### src/uori_pkg.sv
// constants and carrier types for the usb otg register interface
package uori_pkg;
   // register byte addresses
   localparam logic [31:0] OTG_FLAGS_ADDR = 32'hbf88_5040;
   localparam logic [31:0] OTG_EN_ADDR = 32'hbf88_5050;
   localparam logic [31:0] OTG_STAT_ADDR = 32'hbf88_5060;
   localparam logic [31:0] OTG_CON_ADDR = 32'hbf88_5070;
   localparam logic [31:0] PWR_ADDR = 32'hbf88_5080;
   localparam logic [31:0] IR_ADDR = 32'hbf88_5200;
   localparam logic [31:0] IE_ADDR = 32'hbf88_5210;
   localparam logic [31:0] EIR_ADDR = 32'hbf88_5220;
   localparam logic [31:0] EIE_ADDR = 32'hbf88_5230;
   localparam logic [31:0] STAT_ADDR = 32'hbf88_5240;
   localparam logic [31:0] CON_ADDR = 32'hbf88_5250;
   localparam logic [31:0] ADDR_ADDR = 32'hbf88_5260;
   localparam logic [31:0] BDT1_ADDR = 32'hbf88_5270;
   localparam logic [31:0] FRML_ADDR = 32'hbf88_5280;
   localparam logic [31:0] FRMH_ADDR = 32'hbf88_5290;
   localparam logic [31:0] TOK_ADDR = 32'hbf88_52a0;
   localparam logic [31:0] SOF_ADDR = 32'hbf88_52b0;
   localparam logic [31:0] BDT2_ADDR = 32'hbf88_52c0;
   localparam logic [31:0] BDT3_ADDR = 32'hbf88_52d0;
   localparam logic [31:0] CFG_ADDR = 32'hbf88_52e0;
   // field positions
   localparam int IR_URST = 0;
   localparam int IR_ERROR_SUMMARY_ENABLE = 1;
   localparam int IR_SOF = 2;
   localparam int IR_TRN = 3;
   localparam int CON_HOST = 3;
   localparam int OF_VBUS = 0;
   localparam int OF_SESSION_ENDED = 2;
   localparam int OF_SESSION_VALID = 3;
   localparam int OF_ACTV = 4;
   localparam int OF_LINE = 5;
   localparam int OF_MSEC = 6;
   localparam int OF_ID = 7;
   localparam logic [7:0] REG_RESET = 8'h00;
   localparam logic [7:0] OTG_FLAG_MASK = 8'hfd;
   localparam logic [31:0] SLAVE_ERR_DATA = 32'h0000_0000;
   // timing
   localparam int CLK_HZ = 40_000_000;
   localparam int CLK_NS = 1_000_000_000 / CLK_HZ;
   localparam int FS_BIT_HZ = 12_000_000;
   localparam int BYTE_CYC = CLK_HZ / FS_BIT_HZ * 8 + (CLK_HZ % FS_BIT_HZ) * 8 / FS_BIT_HZ;
   localparam int FRAME_US = 1;
   localparam int FRAME_MS_CYC = CLK_HZ / 1000 * FRAME_US;
   localparam int ID_DEB_NS = 1000;
   localparam int ID_DEB_CYC = (ID_DEB_NS + CLK_NS - 1) / CLK_NS;
   localparam int STAT_DEPTH = 16;
   // live comparator and pin levels from the analog side
   typedef struct packed {
      logic id_pin;
      logic line_stable;
      logic session_valid;
      logic session_ended;
      logic bus_voltage_valid;
   } uori_lines_t;
   // token launched towards the serial engine
   typedef struct packed {
      logic [3:0] pid;
      logic [3:0] ep;
      logic [6:0] dev_addr;
   } uori_tok_t;
   // host token scheduler states
   typedef enum logic [2:0] {
      TS_IDLE = 3'b001,
      TS_HELD = 3'b010,
      TS_RUN = 3'b100
   } uori_ts_t;
endpackage : uori_pkg

### src/uori_top.sv
// register file and host frame scheduling of the usb otg module
`timescale 1ns/1ps
module uori_top #(
   parameter int FRAME_CYC = uori_pkg::FRAME_MS_CYC
) (
   // clock and reset
   input wire logic clk,
   input wire logic rst_b,
   // apb slave
   input wire logic psel,
   input wire logic penable,
   input wire logic pwrite,
   input wire logic [31:0] paddr,
   input wire logic [31:0] pwdata,
   output logic [31:0] prdata,
   output logic pready,
   output logic pslverr,
   // analog and serial engine side
   input wire uori_pkg::uori_lines_t lines,
   input wire logic bus_activity,
   input wire logic [7:0] sie_events,
   input wire logic [7:0] sie_errors,
   input wire logic bus_reset_seen,
   input wire logic sof_received,
   input wire logic [10:0] rx_frame_num,
   input wire logic stat_push,
   input wire logic [7:0] stat_data,
   input wire logic sie_busy,
   input wire logic sie_done,
   // outputs to the module
   output logic usb_irq,
   output logic [7:0] pin_control,
   output logic [7:0] power_control,
   output logic [7:0] module_control,
   output logic [7:0] debug_idle,
   output logic [6:0] dev_addr,
   output logic [31:0] bdt_base,
   output logic tok_start,
   output uori_pkg::uori_tok_t tok_cmd,
   output logic sof_send
);
   import uori_pkg::*;

   localparam int FRAME_BYTES = FRAME_CYC / BYTE_CYC;
   localparam logic [15:0] FRAME_LAST = 16'(FRAME_CYC - 1);
   localparam logic [15:0] FB_LAST = 16'(FRAME_BYTES);
   localparam logic [4:0] BYTE_LAST = 5'(BYTE_CYC - 1);
   localparam logic [5:0] DEB_LAST = 6'(ID_DEB_CYC - 1);

   logic [7:0] oflag_reg, oie_reg, ocon_reg, pwr_reg;
   logic [7:0] ir_reg, ie_reg, eir_reg, eie_reg, con_reg;
   logic [7:0] addr_reg, tok_reg, sof_reg, cfg_reg;
   logic [7:0] bdt1_reg, bdt2_reg, bdt3_reg;
   logic [10:0] frame_reg;
   logic [7:0] fifo_mem [STAT_DEPTH];
   logic [3:0] rd_ptr_reg, wr_ptr_reg;
   logic [4:0] count_reg;
   logic [15:0] fcyc_reg, fbyte_reg;
   logic [4:0] bcyc_reg;
   logic id_stable_reg;
   logic [5:0] deb_reg;
   uori_lines_t lines_d_reg;
   logic win_reg;
   uori_ts_t ts_reg;
   logic [31:0] rdata_next;
   logic rd_err_next;

   ////////////////////////////////////////////////////////////////////
   // apb strobes
   logic wr_en, host_mode, frame_end, win_next, push_ok, pop;
   logic [7:0] wd;
   assign wr_en = psel & penable & pready & pwrite;
   assign wd = pwdata[7:0];
   assign host_mode = con_reg[CON_HOST];

   // zero-wait answer: ready rises in the first access cycle
   always_ff @(posedge clk or negedge rst_b) begin
      if (!rst_b) begin
         pready <= 1'b0;
      end else begin
         pready <= psel & ~penable;
      end
   end

   // read data and error captured during setup
   always_ff @(posedge clk or negedge rst_b) begin
      if (!rst_b) begin
         prdata <= 32'h0000_0000;
         pslverr <= 1'b0;
      end else if (psel & ~penable) begin
         prdata <= rdata_next;
         pslverr <= rd_err_next;
      end
   end

   // read decode
   always_comb begin
      rdata_next = 32'h0000_0000;
      rd_err_next = 1'b0;
      if (paddr == OTG_FLAGS_ADDR) begin
         rdata_next[7:0] = oflag_reg;
      end else if (paddr == OTG_EN_ADDR) begin
         rdata_next[7:0] = oie_reg;
      end else if (paddr == OTG_STAT_ADDR) begin
         rdata_next[7:0] = {id_stable_reg, 1'b0, lines.line_stable, 1'b0,
                            lines.session_valid, lines.session_ended, 1'b0,
                            lines.bus_voltage_valid};
      end else if (paddr == OTG_CON_ADDR) begin
         rdata_next[7:0] = ocon_reg;
      end else if (paddr == PWR_ADDR) begin
         rdata_next[7:0] = pwr_reg;
      end else if (paddr == IR_ADDR) begin
         rdata_next[7:0] = ir_reg;
      end else if (paddr == IE_ADDR) begin
         rdata_next[7:0] = ie_reg;
      end else if (paddr == EIR_ADDR) begin
         rdata_next[7:0] = eir_reg;
      end else if (paddr == EIE_ADDR) begin
         rdata_next[7:0] = eie_reg;
      end else if (paddr == STAT_ADDR) begin
         rdata_next[7:0] = fifo_mem[rd_ptr_reg];
      end else if (paddr == CON_ADDR) begin
         rdata_next[7:0] = con_reg;
      end else if (paddr == ADDR_ADDR) begin
         rdata_next[7:0] = addr_reg;
      end else if (paddr == BDT1_ADDR) begin
         rdata_next[7:0] = {bdt1_reg[7:1], 1'b0};
      end else if (paddr == BDT2_ADDR) begin
         rdata_next[7:0] = bdt2_reg;
      end else if (paddr == BDT3_ADDR) begin
         rdata_next[7:0] = bdt3_reg;
      end else if (paddr == FRML_ADDR) begin
         rdata_next[7:0] = frame_reg[7:0];
      end else if (paddr == FRMH_ADDR) begin
         rdata_next[7:0] = {5'b00000, frame_reg[10:8]};
      end else if (paddr == TOK_ADDR) begin
         rdata_next[7:0] = tok_reg;
      end else if (paddr == SOF_ADDR) begin
         rdata_next[7:0] = sof_reg;
      end else if (paddr == CFG_ADDR) begin
         rdata_next[7:0] = cfg_reg;
      end else begin
         rdata_next = SLAVE_ERR_DATA;
         rd_err_next = 1'b1;
      end
   end

   ////////////////////////////////////////////////////////////////////
   // plain read/write control registers
   always_ff @(posedge clk or negedge rst_b) begin
      if (!rst_b) begin
         oie_reg <= REG_RESET;
         ocon_reg <= REG_RESET;
         pwr_reg <= REG_RESET;
         ie_reg <= REG_RESET;
         eie_reg <= REG_RESET;
         con_reg <= REG_RESET;
         sof_reg <= REG_RESET;
         cfg_reg <= REG_RESET; // expected set before module enable
      end else if (wr_en) begin
         if (paddr == OTG_EN_ADDR) oie_reg <= wd;
         if (paddr == OTG_CON_ADDR) ocon_reg <= wd;
         if (paddr == PWR_ADDR) pwr_reg <= wd;
         if (paddr == IE_ADDR) ie_reg <= wd;
         if (paddr == EIE_ADDR) eie_reg <= wd;
         if (paddr == CON_ADDR) con_reg <= wd;
         if (paddr == SOF_ADDR) sof_reg <= wd;
         if (paddr == CFG_ADDR) cfg_reg <= wd;
      end
   end

   // base pointer, usable at any time, low nine bits forced to zero
   always_ff @(posedge clk or negedge rst_b) begin
      if (!rst_b) begin
         bdt1_reg <= REG_RESET;
         bdt2_reg <= REG_RESET;
         bdt3_reg <= REG_RESET;
      end else if (wr_en) begin
         if (paddr == BDT1_ADDR) bdt1_reg <= wd;
         if (paddr == BDT2_ADDR) bdt2_reg <= wd;
         if (paddr == BDT3_ADDR) bdt3_reg <= wd;
      end
   end

   // bus address: only software or a device-mode bus reset touch it
   always_ff @(posedge clk or negedge rst_b) begin
      if (!rst_b) begin
         addr_reg <= REG_RESET;
      end else if (bus_reset_seen & ~host_mode) begin
         addr_reg <= REG_RESET; // reset wins over a racing write
      end else if (wr_en & (paddr == ADDR_ADDR)) begin
         addr_reg <= wd;
      end
   end

   ////////////////////////////////////////////////////////////////////
   // id pin debounce: new level must hold for the whole window
   always_ff @(posedge clk or negedge rst_b) begin
      if (!rst_b) begin
         id_stable_reg <= 1'b0;
         deb_reg <= 6'd0;
      end else if (lines.id_pin == id_stable_reg) begin
         deb_reg <= 6'd0;
      end else if (deb_reg == DEB_LAST) begin
         id_stable_reg <= lines.id_pin;
         deb_reg <= 6'd0;
      end else begin
         deb_reg <= deb_reg + 6'd1;
      end
   end

   // previous levels for change detection
   always_ff @(posedge clk or negedge rst_b) begin
      if (!rst_b) begin
         lines_d_reg <= '0;
      end else begin
         lines_d_reg <= lines;
      end
   end

   // otg event flags, set beats clear
   logic [7:0] oset;
   always_comb begin
      oset = 8'h00;
      oset[OF_VBUS] = lines.bus_voltage_valid ^ lines_d_reg.bus_voltage_valid;
      oset[OF_SESSION_ENDED] = lines.session_ended ^ lines_d_reg.session_ended;
      oset[OF_SESSION_VALID] = lines.session_valid ^ lines_d_reg.session_valid;
      oset[OF_ACTV] = bus_activity;
      oset[OF_LINE] = lines.line_stable ^ lines_d_reg.line_stable;
      oset[OF_MSEC] = frame_end;
      oset[OF_ID] = deb_reg == DEB_LAST && lines.id_pin != id_stable_reg;
   end

   always_ff @(posedge clk or negedge rst_b) begin
      if (!rst_b) begin
         oflag_reg <= REG_RESET;
      end else if (wr_en & (paddr == OTG_FLAGS_ADDR)) begin
         oflag_reg <= (oflag_reg & ~wd | oset) & OTG_FLAG_MASK;
      end else begin
         oflag_reg <= (oflag_reg | oset) & OTG_FLAG_MASK;
      end
   end

   ////////////////////////////////////////////////////////////////////
   // pending interrupts and errors
   logic [7:0] iset, iclr, eclr;
   logic frame_irq;
   assign pop = wr_en & (paddr == IR_ADDR) & wd[IR_TRN] & (count_reg != 5'd0);
   assign frame_irq = host_mode ? (win_next & ~win_reg) : sof_received;
   assign iclr = (wr_en & (paddr == IR_ADDR)) ? wd : 8'h00;
   assign eclr = (wr_en & (paddr == EIR_ADDR)) ? wd : 8'h00;

   always_comb begin
      iset = sie_events;
      iset[IR_URST] = sie_events[IR_URST] | bus_reset_seen;
      iset[IR_ERROR_SUMMARY_ENABLE] = |sie_errors;
      iset[IR_SOF] = frame_irq;
      iset[IR_TRN] = push_ok | (pop & (count_reg > 5'd1));
   end

   always_ff @(posedge clk or negedge rst_b) begin
      if (!rst_b) begin
         ir_reg <= REG_RESET;
         eir_reg <= REG_RESET;
      end else begin
         ir_reg <= ir_reg & ~iclr | iset;
         eir_reg <= eir_reg & ~eclr | sie_errors;
      end
   end

   // one interrupt line; enables gate only, nothing else reads them
   logic [7:0] ie_plain;
   always_comb begin
      ie_plain = ie_reg;
      ie_plain[IR_ERROR_SUMMARY_ENABLE] = 1'b0;
   end

   always_ff @(posedge clk or negedge rst_b) begin
      if (!rst_b) begin
         usb_irq <= 1'b0;
      end else begin
         usb_irq <= |(ir_reg & ie_plain)
                  | (ie_reg[IR_ERROR_SUMMARY_ENABLE] & |(eir_reg & eie_reg))
                  | |(oflag_reg & oie_reg);
      end
   end

   ////////////////////////////////////////////////////////////////////
   // transaction status fifo; a push into a full fifo is dropped
   assign push_ok = stat_push & (count_reg != 5'(STAT_DEPTH));

   always_ff @(posedge clk) begin
      if (push_ok) fifo_mem[wr_ptr_reg] <= stat_data;
   end

   always_ff @(posedge clk or negedge rst_b) begin
      if (!rst_b) begin
         rd_ptr_reg <= 4'd0;
         wr_ptr_reg <= 4'd0;
         count_reg <= 5'd0;
      end else begin
         if (push_ok) wr_ptr_reg <= wr_ptr_reg + 4'd1;
         if (pop) rd_ptr_reg <= rd_ptr_reg + 4'd1;
         count_reg <= count_reg + 5'(push_ok) - 5'(pop);
      end
   end

   ////////////////////////////////////////////////////////////////////
   // frame timer in clock cycles, with a bus byte count alongside; wraps every millisecond
   assign frame_end = fcyc_reg == FRAME_LAST;
   assign win_next = host_mode & (FB_LAST - fbyte_reg <= {8'h00, sof_reg});

   always_ff @(posedge clk or negedge rst_b) begin
      if (!rst_b) begin
         fcyc_reg <= 16'd0;
         bcyc_reg <= 5'd0;
         fbyte_reg <= 16'd0;
         win_reg <= 1'b0;
      end else begin
         win_reg <= win_next;
         if (frame_end) begin
            fcyc_reg <= 16'd0;
            bcyc_reg <= 5'd0;
            fbyte_reg <= 16'd0;
         end else begin
            fcyc_reg <= fcyc_reg + 16'd1;
            bcyc_reg <= (bcyc_reg == BYTE_LAST) ? 5'd0 : bcyc_reg + 5'd1;
            if (bcyc_reg == BYTE_LAST) fbyte_reg <= fbyte_reg + 16'd1;
         end
      end
   end

   // frame number: counted in host mode, taken from received sof otherwise
   always_ff @(posedge clk or negedge rst_b) begin
      if (!rst_b) begin
         frame_reg <= 11'd0;
         sof_send <= 1'b0;
      end else begin
         sof_send <= host_mode & frame_end;
         if (host_mode & frame_end) begin
            frame_reg <= frame_reg + 11'd1;
         end else if (~host_mode & sof_received) begin
            frame_reg <= rx_frame_num;
         end
      end
   end

   ////////////////////////////////////////////////////////////////////
   // host token scheduler; a write lands in held, the window delays launch
   always_ff @(posedge clk or negedge rst_b) begin
      if (!rst_b) begin
         tok_reg <= REG_RESET;
         ts_reg <= TS_IDLE;
         tok_start <= 1'b0;
         tok_cmd <= '0;
      end else begin
         tok_start <= 1'b0;
         if (wr_en & (paddr == TOK_ADDR)) tok_reg <= wd;
         case (ts_reg)
            TS_IDLE: begin
               if (wr_en & (paddr == TOK_ADDR) & host_mode) ts_reg <= TS_HELD;
            end
            TS_HELD: begin
               if (~win_reg & ~sie_busy) begin
                  tok_start <= 1'b1;
                  tok_cmd <= {tok_reg[7:4], tok_reg[3:0], addr_reg[6:0]};
                  ts_reg <= TS_RUN;
               end
            end
            TS_RUN: begin
               if (sie_done) ts_reg <= TS_IDLE; // runs on through the window
            end
            default: ts_reg <= TS_IDLE;
         endcase
      end
   end

   ////////////////////////////////////////////////////////////////////
   // registered copies of control fields for the module
   always_ff @(posedge clk or negedge rst_b) begin
      if (!rst_b) begin
         pin_control <= REG_RESET;
         power_control <= REG_RESET;
         module_control <= REG_RESET;
         debug_idle <= REG_RESET;
         dev_addr <= 7'd0;
         bdt_base <= 32'h0000_0000;
      end else begin
         pin_control <= ocon_reg;
         power_control <= pwr_reg;
         module_control <= con_reg;
         debug_idle <= cfg_reg;
         dev_addr <= addr_reg[6:0];
         bdt_base <= {bdt3_reg, bdt2_reg, bdt1_reg[7:1], 9'h000};
      end
   end
endmodule : uori_top

### config.mk
export PLATFORM = sky130hd
export DESIGN_NAME = uori_top
export DESIGN_NICKNAME = d
export VERILOG_FILES = /design/src/uori_pkg.sv /design/src/uori_top.sv
export SDC_FILE = /design/constraint.sdc
export NUM_CORES = 1
export LEC_CHECK = 0
export ABC_AREA = 1
export BUFFER_PORTS_ARGS = -buffer_cell sky130_fd_sc_hd__buf_2
export CAP_MARGIN = 20
export CELL_PAD_IN_SITES_DETAIL_PLACEMENT = 1
export CELL_PAD_IN_SITES_GLOBAL_PLACEMENT = 1
export CORE_MARGIN = 1
export CORE_UTILIZATION = 48
export DETAILED_ROUTE_END_ITERATION = 7
export PLACE_DENSITY_LB_ADDON = 0.1
export SYNTH_ARGS = -nofsm -noshare
export SYNTH_HDL_FRONTEND = slang
export SYNTH_SLANG_ARGS = --single-unit
### constraint.sdc
create_clock -name clk -period 6.63 [get_ports clk]
set_clock_uncertainty 0.1 [all_clocks]
set_input_delay 1.326 -clock clk [delete_from_list [all_inputs] [get_ports clk]]
set_output_delay 1.326 -clock clk [all_outputs]
set_load 0.1 [all_outputs]
* Word-level counts from Yosys, hierarchy flattened *
Memories as Yosys holds them, arrays and structs flattened.
Index checks and enable logic that the tools add are counted.

storage, ports and cells
  input port bits = 115
  memories kept = 1
  bits in registers = 294
  word-level logic and storage cells = 224
  RAM bits = 128
  output and inout bits = 123

memory list
  name      words  width  read ports  clocked after memory_dff  wr ports  line            RTL
  fifo_mem  16     8      1           0                         1         uori_top.sv:55  logic [7:0] fifo_mem [STAT_DEPTH];

cells by class
  equal/unequal tests = 32
  $lt $le $gt $ge = 2
  add/sub/neg operators = 10
  reduce and logical (&&, ||, !) cells = 23
  bitwise gates (word level) = 47
  muxes and demuxes = 63

operator list
  operator                  number
  $eq A32 B32 Y1 const B    20
  $mux W8                   25
  $and A8 B8 Y8             6
  $mux W16                  3
  $add A16 B1 Y16 const B   2
  $or A8 B8 Y8              4
  $reduce_or A8 Y1          4
  $reduce_and A2 Y1         13
  $mux W1                   25
  $not A8 Y8                3
  $mux W11                  2
  $and A1 B1 Y1             21
  $eq A16 B16 Y1 const B    1
  $le A16 B8 Y1             1
  $sub A11 B16 Y16 const A  1
  $mux W6                   2
  $add A11 B1 Y11 const B   1
  $mux W5                   2
  $mux W3                   3
  $pmux W3 S3               1
  $add A4 B1 Y4 const B     2
  $add A6 B1 Y6 const B     1
  $eq A6 B6 Y1 const B      1
  $ne A2 B2 Y1 const B      3
  18 further kinds          30

* Logic depth before layout (Yosys ltp) *
Gate-level depths: netlist of run 1.

  depth after elaboration = 21
  mapped depth = 28
  gate-level depth less buffers = 28

* Worst setup path before layout of run 1 *
Ideal clock, no wire load.

  path type = input to register
  start = input paddr[17]
  end = register count_reg[4]
  library setup time = 128 ps
  cell stages on the path = 19
  path buffers = 0
  required time = 6402 ps
  path slack = 2634 ps
  arrival = 3768 ps
  cells stage by stage = nor2_1 > nand2_1 > nor2_1 > nand2_2 > nor2_4 > nand2_4 > nor2_1 > inv_1 > nor2_1 > inv_1 > nor3_1 > ha_1 > inv_1 > ha_1 > inv_1 > fa_1 > o21ai_0 > a21oi_1 > xor2_1

between the ends
  cells in the longest elaborated chain, start to end = 5

RTL lines
  item                        line             RTL
  start: declaration          uori_top.sv:13   input wire logic [31:0] paddr,
  $eq A32 B32 Y1              uori_top.sv:248  assign pop = wr_en & (paddr == IR_ADDR) & wd[IR_TRN] & (count_reg != 5'd0);
  $and A1 B1 Y1 (3 in a row)  uori_top.sv:248
  net pop                     uori_top.sv:70   logic wr_en, host_mode, frame_end, win_next, push_ok, pop;
  $sub A5 B1 Y5               uori_top.sv:304  count_reg <= count_reg + 5'(push_ok) - 5'(pop);
  end signal: assignment      uori_top.sv:304
  end: declaration            uori_top.sv:57   logic [4:0] count_reg;

The timed path passes the listed nets, and every way through them passes these cells.
A chain may end at the register's enable or synchronous reset.

* Worst setup path after layout of run 1 *
Same ends and word-level chain as after synthesis.

==> impl_metrics.yaml, run 1 <==
critical_path:
  critPathArrivalTime_ns: 4.63
  crit_type: "in -> reg"
  crit_chain: "buf_2, nor2_1, nand2_1, nor2_1, nand2_2, nor2_4, nand2_4, nor2_1, inv_1, nor2_1, inv_1, nor3_1, ha_1, inv_1, ha_1, inv_1, fa_1, o21ai_0, a21oi_1, xor2_1"
  reg2reg_slack_ns: 2.38
  required_ns: 6.98
  crit_fanout: 9
  startpoint_type: "input port"
  endpoint_kind: "register"
  crit_slowest_cell: "nor3_1"
  cpPeakStageDelay_ns: 0.40
drt:
  dr_total_vias: 15500
  drtPass1Iterations: 5
  viasPerCell: 5.57
  routed_wl_um: 58400
  drcViolationCount: 0
  drt_iter0_markers: 1081
  routedWlPerCell_um: 21.0
  ant_nets: 0
floorplan:
  die_w_um: 201
  coreArea_sq_um: 38900
  start_util: 0.490
  die_area_sq_um: 40500
  ioPinCount: 238
  die_y_um: 201
  rows: 72
final_layout:
  instances_no_fill: 2777
  num-fill-cells: 4537
  multiInputGateArea_sq_um: 6630
  area_growth_syn_to_layout_pct: 14.1
  regMostFlops: "fifo_mem"
  nets: 2367
  n_antenna_cell: 0
  largest_reg_flops: 128
  drive_above_1_share: 0.141
  seq_area_sq_um: 11200
  finish.utilization: 0.559
  reg.largest.list: "fifo_mem (128), bdt_base (23)"
clock_network:
  hold_buffers: 0
  cts-root-buf: "clkbuf_16"
  cts_tree: "yes"
  cts.htree.levels: 2
  clkTransAtPathRegs_ns: 0.06
  post_cts_buffers: 0
  cts.sinks: 420
  insertion_delay_ns: 0.59
  ctsResizeCount: 0
  cts_made_buffers: 45
  cts_max_path_buffers: 3
synthesis:
  yosysTopAreaCell: "dfrtp_1"
  syn_area_sq_um: 19100
  ys_seq_area_frac: 0.585
  ys_top_cells_by_area: "dfrtp_1, edfxtp_1, nand2_1, o21ai_0, inv_1"
  ys_async_sr_fraction: 0.695
  yosysTopAreaCellShare: 0.382
  ys_warn_count: 0
  avgSynthCellArea_sq_um: 9.32
  synthDistinctLibCells: 62
  synth_edf_count: 128
  yosys_register_bits: 420
  synth_ff_type: "dfrtp_1"
  synth_cells: 2046
placed_design:
  placed_cells: 2695
  port_buffers: 177
  gp_congestion: 0.936
  dpl.hpwl_um: 42000
global_route:
  overflow: 0
  grt_pass1_vias: 16000
  grt_antenna_before_repair: 0
  grt_max_degree: 167
  grt_pass1_wl_um: 92000
  grt.total_usage: 0.294
sta:
  finalHoldViolCount: 0
  clock.fmax_ghz: 0.234
  min_period_ns: 4.28
  tns_ns: 0
  setup_viol: 0
  hold_slack_ns: 0.281
  grt_setup_unrepaired: "no"
  maxSlewHeadroom: 0.291
  maxSlewViolCount: 0
  period_share: 0.645
  tightest_slew_ns: 1.06
power:
  power.density_nw_per_um2: 291
  p_leak_nw: 9.86
  power_mw: 6.32
  peakVddDrop_v: 0.000231
worst_hold_path:
  hold_class: "reg -> reg"
run:
  cap_violations: 0
outcome:
  status: "completed"
-- cells by family (layout without fill, tap and decap cells) --
| kind of cell | after synthesis | in the layout | synth area share |
|---|---|---|---|
| and+or+nand+nor | 874 | 874 | 0.198 |
| DFF | 420 | 420 | 0.585 |
| AOI/OAI and AO/OA | 360 | 360 | 0.109 |
| buffers and inverters | 329 | 510 | 0.0732 |
| xor gates and xnor gates | 34 | 34 | 0.0156 |
| adders and majority gates | 28 | 28 | 0.0188 |
| other | 1 | 33 | 0.000197 |
-- critical path: cells and delay by family --
family,cells,cell delay (ns)
simple gates,9,1.46
fa+ha+maj,3,0.87
buf+inv,5,0.52
compound gates,2,0.28
xor+xnor,1,0.16
-- synth_stat cells (all sizes together), types with 12 or more instances --
cell type    n
xor2        27
buf         48
inv        240
o21ai      226
ha          27
nor3        60
edfxtp     128
nor2       219
nand4       42
o22ai       12
nand2      461
a21oi       58
dfrtp      291
nand3       74
clkbuf      38
-- placed cells by master (no fill, tap or decap), types with 33 or more instances in the layout --
cell type | synthesis | final
nand4_1 | 42 | 42
conb_1 | 1 | 33
nor3_1 | 50 | 50
dfrtp_1 | 291 | 291
nand2_1 | 449 | 449
edfxtp_1 | 128 | 128
buf_2 | 8 | 176
a21oi_1 | 57 | 57
inv_1 | 229 | 229
clkbuf_16 | 0 | 46
nor2_1 | 203 | 203
nand3_1 | 73 | 73
o21ai_0 | 206 | 206
-- final timing paths --
path                       cells past startpoint           from            to
max in group asynchronous                      2          rst_b  fcyc_reg[12]
min in group asynchronous                      1          rst_b  bdt_base[13]
setup reg to reg                              15  rd_ptr_reg[0]     prdata[7]
hold reg to reg                                0    addr_reg[5]   dev_addr[5]
hold / removal                                 0    addr_reg[5]   dev_addr[5]
setup / recovery                              20      paddr[17]  count_reg[4]
-- routing by layer --
metal	vias up	GRT usage	wire length, um
met3	85	0.0314	2950
li1	7100	-	-
met4	0	0.0950	1570
met1	7831	0.413	26100
met5	-	0	0
met2	455	0.481	27800
-- layout make-up --
class,instances,area share
clock buffer,67,0.0612
clock inverter,15,0.00443
inverter,243,0.0420
multi-input combinational,1329,0.305
sequential,420,0.513
tap,518,0.0298
timing repair buffer,185,0.0445
-- power by group --
part | switching [mW] | leakage [nW] | total (mW) | internal [mW]
clock network | 1.06 | 0.710 | 2.45 | 1.39
logic | 0.755 | 4.22 | 0.939 | 0.185
registers | 0.0833 | 4.93 | 2.93 | 2.85
total | 1.90 | 9.86 | 6.32 | 4.42
-- stage by stage --
step | setup WS, ns | cell area (sq um)
3_3_place_gp | 1.85 | 20300
4_1_cts | 2.40 | 21700
5_1_grt | 2.07 | 21700
3_5_place_dp | 1.79 | 20300
6_report | 2.35 | 21700
2_1_floorplan | 2.63 | 19200
Note: power is estimated with default switching activity, not from simulation.
==> run 2, diff against run 1 <==
--- a/config.mk
+++ b/config.mk
@@ -11,7 +11,7 @@
 export CELL_PAD_IN_SITES_DETAIL_PLACEMENT = 1
 export CELL_PAD_IN_SITES_GLOBAL_PLACEMENT = 1
 export CORE_MARGIN = 1
-export CORE_UTILIZATION = 48
+export CORE_UTILIZATION = 45
 export DETAILED_ROUTE_END_ITERATION = 7
 export PLACE_DENSITY_LB_ADDON = 0.1
 export SYNTH_ARGS = -nofsm -noshare
==> constraint.sdc (replaced) <==
create_clock -name clk -period 4.3 [get_ports clk]
set_clock_uncertainty 0.1 [all_clocks]
set_input_delay 0.86 -clock clk [delete_from_list [all_inputs] [get_ports clk]]
set_output_delay 0.86 -clock clk [all_outputs]
set_load 0.1 [all_outputs]
==> run 2 against run 1 <==
Against the previous run: first-iteration DRC count increased by 0.19%; final cell count up 1.5%; global-route usage decreased by 1.5 points; clock power is 62% higher; sequential share of layout area down 0.72 points; count of clock-buffer cells in the layout increased by 6; combinational power is 55% higher; setup slack got worse by 1.8 ns; wire length rose by 1.4%.
==> impl_metrics.yaml, run 2 (synthesized netlist as in run 1, its figures left out) <==
outcome:
  status: "completed"
drt:
  routedWlPerCell_um: 21.0
  drt_iter0_markers: 1083
  drcViolationCount: 0
  viasPerCell: 5.44
  routed_wl_um: 59200
  drtPass1Iterations: 5
  ant_nets: 0
  dr_total_vias: 15300
sta:
  maxSlewViolCount: 0
  maxSlewHeadroom: 0.269
  period_share: 0.860
  grt_setup_unrepaired: "no"
  setup_slack_ns: 0.602
  tns_ns: 0
  finalHoldViolCount: 0
  clock.fmax_ghz: 0.270
  setup_viol: 0
  tightest_slew_ns: 1.09
  min_period_ns: 3.70
clock_network:
  cts-root-buf: "clkbuf_16"
  cts.sinks: 420
  cts_made_buffers: 46
  ctsResizeCount: 0
  cts_max_path_buffers: 3
  clkTransAtPathRegs_ns: 0.06
  insertion_delay_ns: 0.60
  hold_buffers: 0
  cts.htree.levels: 2
  cts_tree: "yes"
  post_cts_buffers: 0
global_route:
  grt_use_met3: 0.0384
  grt_max_degree: 80
  grt_antenna_before_repair: 2
  grt_pass1_wl_um: 92500
  grtUsageMet2: 0.454
  top_usage_layer: "met2"
  overflow: 0
  met1_usage: 0.386
  grt.total_usage: 0.280
  grt_pass1_vias: 15900
placed_design:
  port_buffers: 177
  dpl-instance-area_sq_um: 20500
  dpl_worst_slack_ns: 0.0243
  dpl.hpwl_um: 43100
  gp_congestion: 0.912
final_layout:
  nets: 2387
  final_cell_mix: "nand2_1, dfrtp_1, inv_1"
  reg.largest.list: "fifo_mem (128), bdt_base (23)"
  num-fill-cells: 4867
  n_antenna_cell: 0
  area_growth_syn_to_layout_pct: 15.7
  regMostFlops: "fifo_mem"
  final_common_cell: "nand2_1"
  finish.utilization: 0.527
  final_cell_area_sq_um: 22000
  largest_reg_flops: 128
  drive_above_1_share: 0.147
critical_path:
  startpoint_type: "input port"
  reg2reg_slack_ns: 1.06
  r2r-start: "rd_ptr_reg[0]"
  critPathArrivalTime_ns: 4.05
  crit_fanout: 5
  worst_r2r_endpoint: "prdata[2]"
  r2r_cells: 14
  required_ns: 4.65
  endpoint_kind: "register"
  crit_type: "in -> reg"
floorplan:
  coreArea_sq_um: 41900
  die_area_sq_um: 43200
  die_y_um: 208
  ioPinCount: 238
  rows: 75
  die_w_um: 208
  start_util: 0.455
power:
  power.density_nw_per_um2: 451
  power_mw: 9.95
  peakVddDrop_v: 0.000326
  p_leak_nw: 10.0
run:
  cap_violations: 0
worst_hold_path:
  hold_class: "in -> async"
[run 2: cell types whose count changed in the layout (fill, tap and decap cells not counted)]
cell | before | now
buf_12 | 1 | 5
buf_4 | 7 | 22
bufinv_16 | 0 | 3
clkbuf_1 | 11 | 18
clkbuf_8 | 10 | 9
clkinv_1 | 7 | 4
clkinv_2 | 9 | 5
inv_16 | 1 | 2
[run 2: worst max-delay path: stages]
cell and delay (ns):
buf_2 0.08, nand2_1 0.08, inv_1 0.07, nand3_1 0.12, nor2_1 0.23, inv_1 0.12
nor2_1 0.13, inv_1 0.11, nor2_1 0.25, inv_1 0.11, nor2_1 0.13, inv_1 0.08
nor3_1 0.28, ha_1 0.30, inv_1 0.06, ha_1 0.15, inv_1 0.05, fa_1 0.39
o21ai_0 0.16, a21oi_1 0.12, xor2_1 0.17
[run 2: worst max-delay path by stage]
stage | startpoint | cells after the start | slack [ns] | endpoint
2_1_floorplan | paddr[17] | 19 | 0.77 | count_reg[4]
3_3_place_gp | paddr[13] | 20 | 0.16 | count_reg[4]
3_5_place_dp | paddr[17] | 20 | 0.02 | count_reg[4]
4_1_cts | paddr[17] | 20 | 0.65 | count_reg[4]
5_1_grt | paddr[17] | 20 | 0.34 | count_reg[4]
6_report | paddr[14] | 21 | 0.60 | count_reg[4]
[run 2: layout make-up]
cell class	count	area, sq um	area share
Clock buffer	73	1340	0.0609
Sequential cell	420	11200	0.506
Timing Repair Buffer	204	1160	0.0527
Tap cell	539	674	0.0306
Inverter	243	912	0.0414
Clock inverter	12	175	0.00794
Multi-Input combinational cell	1329	6630	0.301
[run 2: metrics by stage]
step	hold slack, ns	cells
CTS	0.184	2820
floorplan	0.254	2078
global placement	0.257	2735
detailed placement	0.267	2735
finish	0.175	2820
global route	0.215	2820
[run 2: layer usage]
metal	wire length (um)	vias up	part of all wire
met5	0	-	0
met4	1720	0	0.029
met3	2920	99	0.049
met2	27900	407	0.47
met1	26700	7707	0.45
li1	-	7134	-
[run 2: power by group]
group / switching, mW / total [mW] / internal (mW)
Clock: 1.65 / 3.98 / 2.34
Combinational: 1.17 / 1.46 / 0.290
Sequential: 0.123 / 4.51 / 4.39
Total: 2.94 / 9.95 / 7.02
==> run 3, diff against run 2 <==
--- a/config.mk
+++ b/config.mk
@@ -7,11 +7,10 @@
 export LEC_CHECK = 0
 export ABC_AREA = 1
 export BUFFER_PORTS_ARGS = -buffer_cell sky130_fd_sc_hd__buf_2
-export CAP_MARGIN = 20
 export CELL_PAD_IN_SITES_DETAIL_PLACEMENT = 1
 export CELL_PAD_IN_SITES_GLOBAL_PLACEMENT = 1
 export CORE_MARGIN = 1
-export CORE_UTILIZATION = 45
+export CORE_UTILIZATION = 40
 export DETAILED_ROUTE_END_ITERATION = 7
 export PLACE_DENSITY_LB_ADDON = 0.1
 export SYNTH_ARGS = -nofsm -noshare
==> constraint.sdc (replaced) <==
create_clock -name clk -period 3.3 [get_ports clk]
set_clock_uncertainty 0.1 [all_clocks]
set_input_delay 0.66 -clock clk [delete_from_list [all_inputs] [get_ports clk]]
set_output_delay 0.66 -clock clk [all_outputs]
set_load 0.1 [all_outputs]
==> run 3 against run 2 <==
Against the previous run: the flow now finishes with violations (DRC); combinational power grew 37%; register-to-register slack lost 0.77 ns; flip-flop and latch count is the same; sequential share of layout area shrank 2.7 points; highest routed layer is now met5.
==> impl_metrics.yaml, run 3 (synthesized netlist as in run 1, its figures left out) <==
global_route:
  grt_antenna_before_repair: 2
  grt_pass1_wl_um: 95100
  grt.total_usage: 0.259
  grt_max_degree: 76
  grt_pass1_vias: 16200
  overflow: 0
final_layout:
  seq_area_sq_um: 11200
  drive_above_1_share: 0.198
  multiInputGateArea_sq_um: 6650
  nets: 2521
  finish.utilization: 0.498
  reg.largest.list: "fifo_mem (128), bdt_base (23)"
  largest_reg_flops: 128
  n_antenna_cell: 0
  area_growth_syn_to_layout_pct: 22.1
  final_cell_mix: "nand2_1, dfrtp_1, inv_1"
  final_common_cell: "nand2_1"
  regMostFlops: "fifo_mem"
  final_cell_area_sq_um: 23300
  num-fill-cells: 5370
  instances_no_fill: 3023
power:
  power.density_nw_per_um2: 574
  power_mw: 13.4
  peakVddDrop_v: 0.000398
  p_leak_nw: 10.7
critical_path:
  critPathArrivalTime_ns: 3.41
  required_ns: 3.66
  crit_slowest_cell: "fa_1"
  crit_fanout: 2
  critPathMostFrequentCell: "inv_1"
  cpPeakStageDelay_ns: 0.39
  reg2reg_slack_ns: 0.29
  startpoint_type: "input port"
  path_buf_inv: 6
  cp_top_family: "simple AND/OR/NAND/NOR gates"
  endpoint_kind: "register"
  crit_type: "in -> reg"
  crit_chain: "buf_2, nor2_1, nand2_1, nor2_2, nand2_2, nor2_4, nand2_4, nor2_1, buf_4, inv_1, nor2_1, inv_1, nor3_4, ha_1, inv_1, ha_1, inv_1, fa_1, o21ai_1, a21oi_1, xor2_1"
drt:
  drcViolationCount: 17
  viasPerCell: 5.20
  routed_wl_um: 61700
  drt_iter0_markers: 1055
  ant_nets: 0
  dr_total_vias: 15700
  drtPass1Iterations: 6
  routedWlPerCell_um: 20.4
clock_network:
  cts_tree: "yes"
  cts.htree.levels: 2
  cts-root-buf: "clkbuf_16"
  cts_max_path_buffers: 3
  clkTransAtPathRegs_ns: 0.06
  cts.sinks: 420
  insertion_delay_ns: 0.59
  post_cts_buffers: 0
  cts_made_buffers: 46
floorplan:
  die_area_sq_um: 48500
  coreArea_sq_um: 46800
  rows: 79
  die_y_um: 220
  start_util: 0.408
  ioPinCount: 238
  die_w_um: 220
sta:
  tightest_slew_ns: 0.871
  setup_viol: 0
  maxSlewViolCount: 0
  min_period_ns: 3.05
  clock.fmax_ghz: 0.328
  grt_setup_unrepaired: "no"
  finalHoldViolCount: 0
  maxSlewHeadroom: 0.418
  period_share: 0.924
placed_design:
  dpl-instance-area_sq_um: 21600
  gp_congestion: 0.896
  dpl.hpwl_um: 45700
  placed_cells: 2936
  port_buffers: 177
run:
  cap_violations: 0
outcome:
  violations: "DRC"
  status: "finished with violations"
worst_hold_path:
  hold_class: "in -> reg"
-- run 3: cell count changes in the layout (fill, tap and decap cells not counted), sizes merged --
cell         change
buf            +133
dlygate4sd3      +1
clkbuf           -3
bufinv           +3
inv              +1
-- run 3: worst paths after layout --
path,endpoint,cells past startpoint,start
worst max-delay path,count_reg[4],21,paddr[17]
worst min-delay path,lines_d_reg[1],1,lines[1]
worst max register to register,count_reg[4],13,count_reg[2]
worst min register to register,dev_addr[3],0,addr_reg[3]
max in group asynchronous,fbyte_reg[15],3,rst_b
min in group asynchronous,tok_cmd[6],2,rst_b
-- run 3: timing repair --
action	in CTS	in global routing
hold endpoints to repair	33	0
setup endpoints to repair	0	5
resized for setup	0	5
hold buffers	1	0
-- run 3: per-layer routing --
layer	GRT usage	share of wire	up-vias
met2	0.425	0.48	336
met4	0.0878	0.028	2
li1	-	-	7395
met1	0.358	0.46	7890
met5	0	0.00021	-
met3	0.0265	0.037	93
-- run 3: layout make-up --
class	instances	area share
clock buffers	70	0.0577
clock inverters	16	0.0112
inverters	243	0.0392
multi-input cells	1329	0.286
flip-flops and latches	420	0.479
well taps	607	0.0326
repair buffers	338	0.0943
-- run 3: per-stage QoR --
step	TNS, ns	hold slack [ns]	worst slack (ns)
2_1_floorplan	0	0.254	0.0335
3_3_place_gp	-1.14	0.261	-0.332
3_5_place_dp	-1.52	0.264	-0.430
4_1_cts	0	0.0970	0.139
5_1_grt	0	0.120	0.00686
6_report	0	0.125	0.250
-- run 3: worst register-to-register path: stages (launching register included) --
cell	delay (ns)
dfrtp_1	0.38
inv_1	0.10
ha_1	0.18
inv_1	0.06
nor4_1	0.62
nor3_4	0.10
ha_1	0.30
inv_1	0.06
ha_1	0.16
inv_1	0.05
fa_1	0.39
o21ai_1	0.15
a21oi_1	0.10
xor2_1	0.15
-- run 3: power breakdown --
group          total [mW]  switching [mW]  internal, mW
Clock                5.48            2.18          3.30
Sequential           5.88           0.163          5.72
Combinational        2.00            1.55         0.451
Total                13.4            3.89          9.46
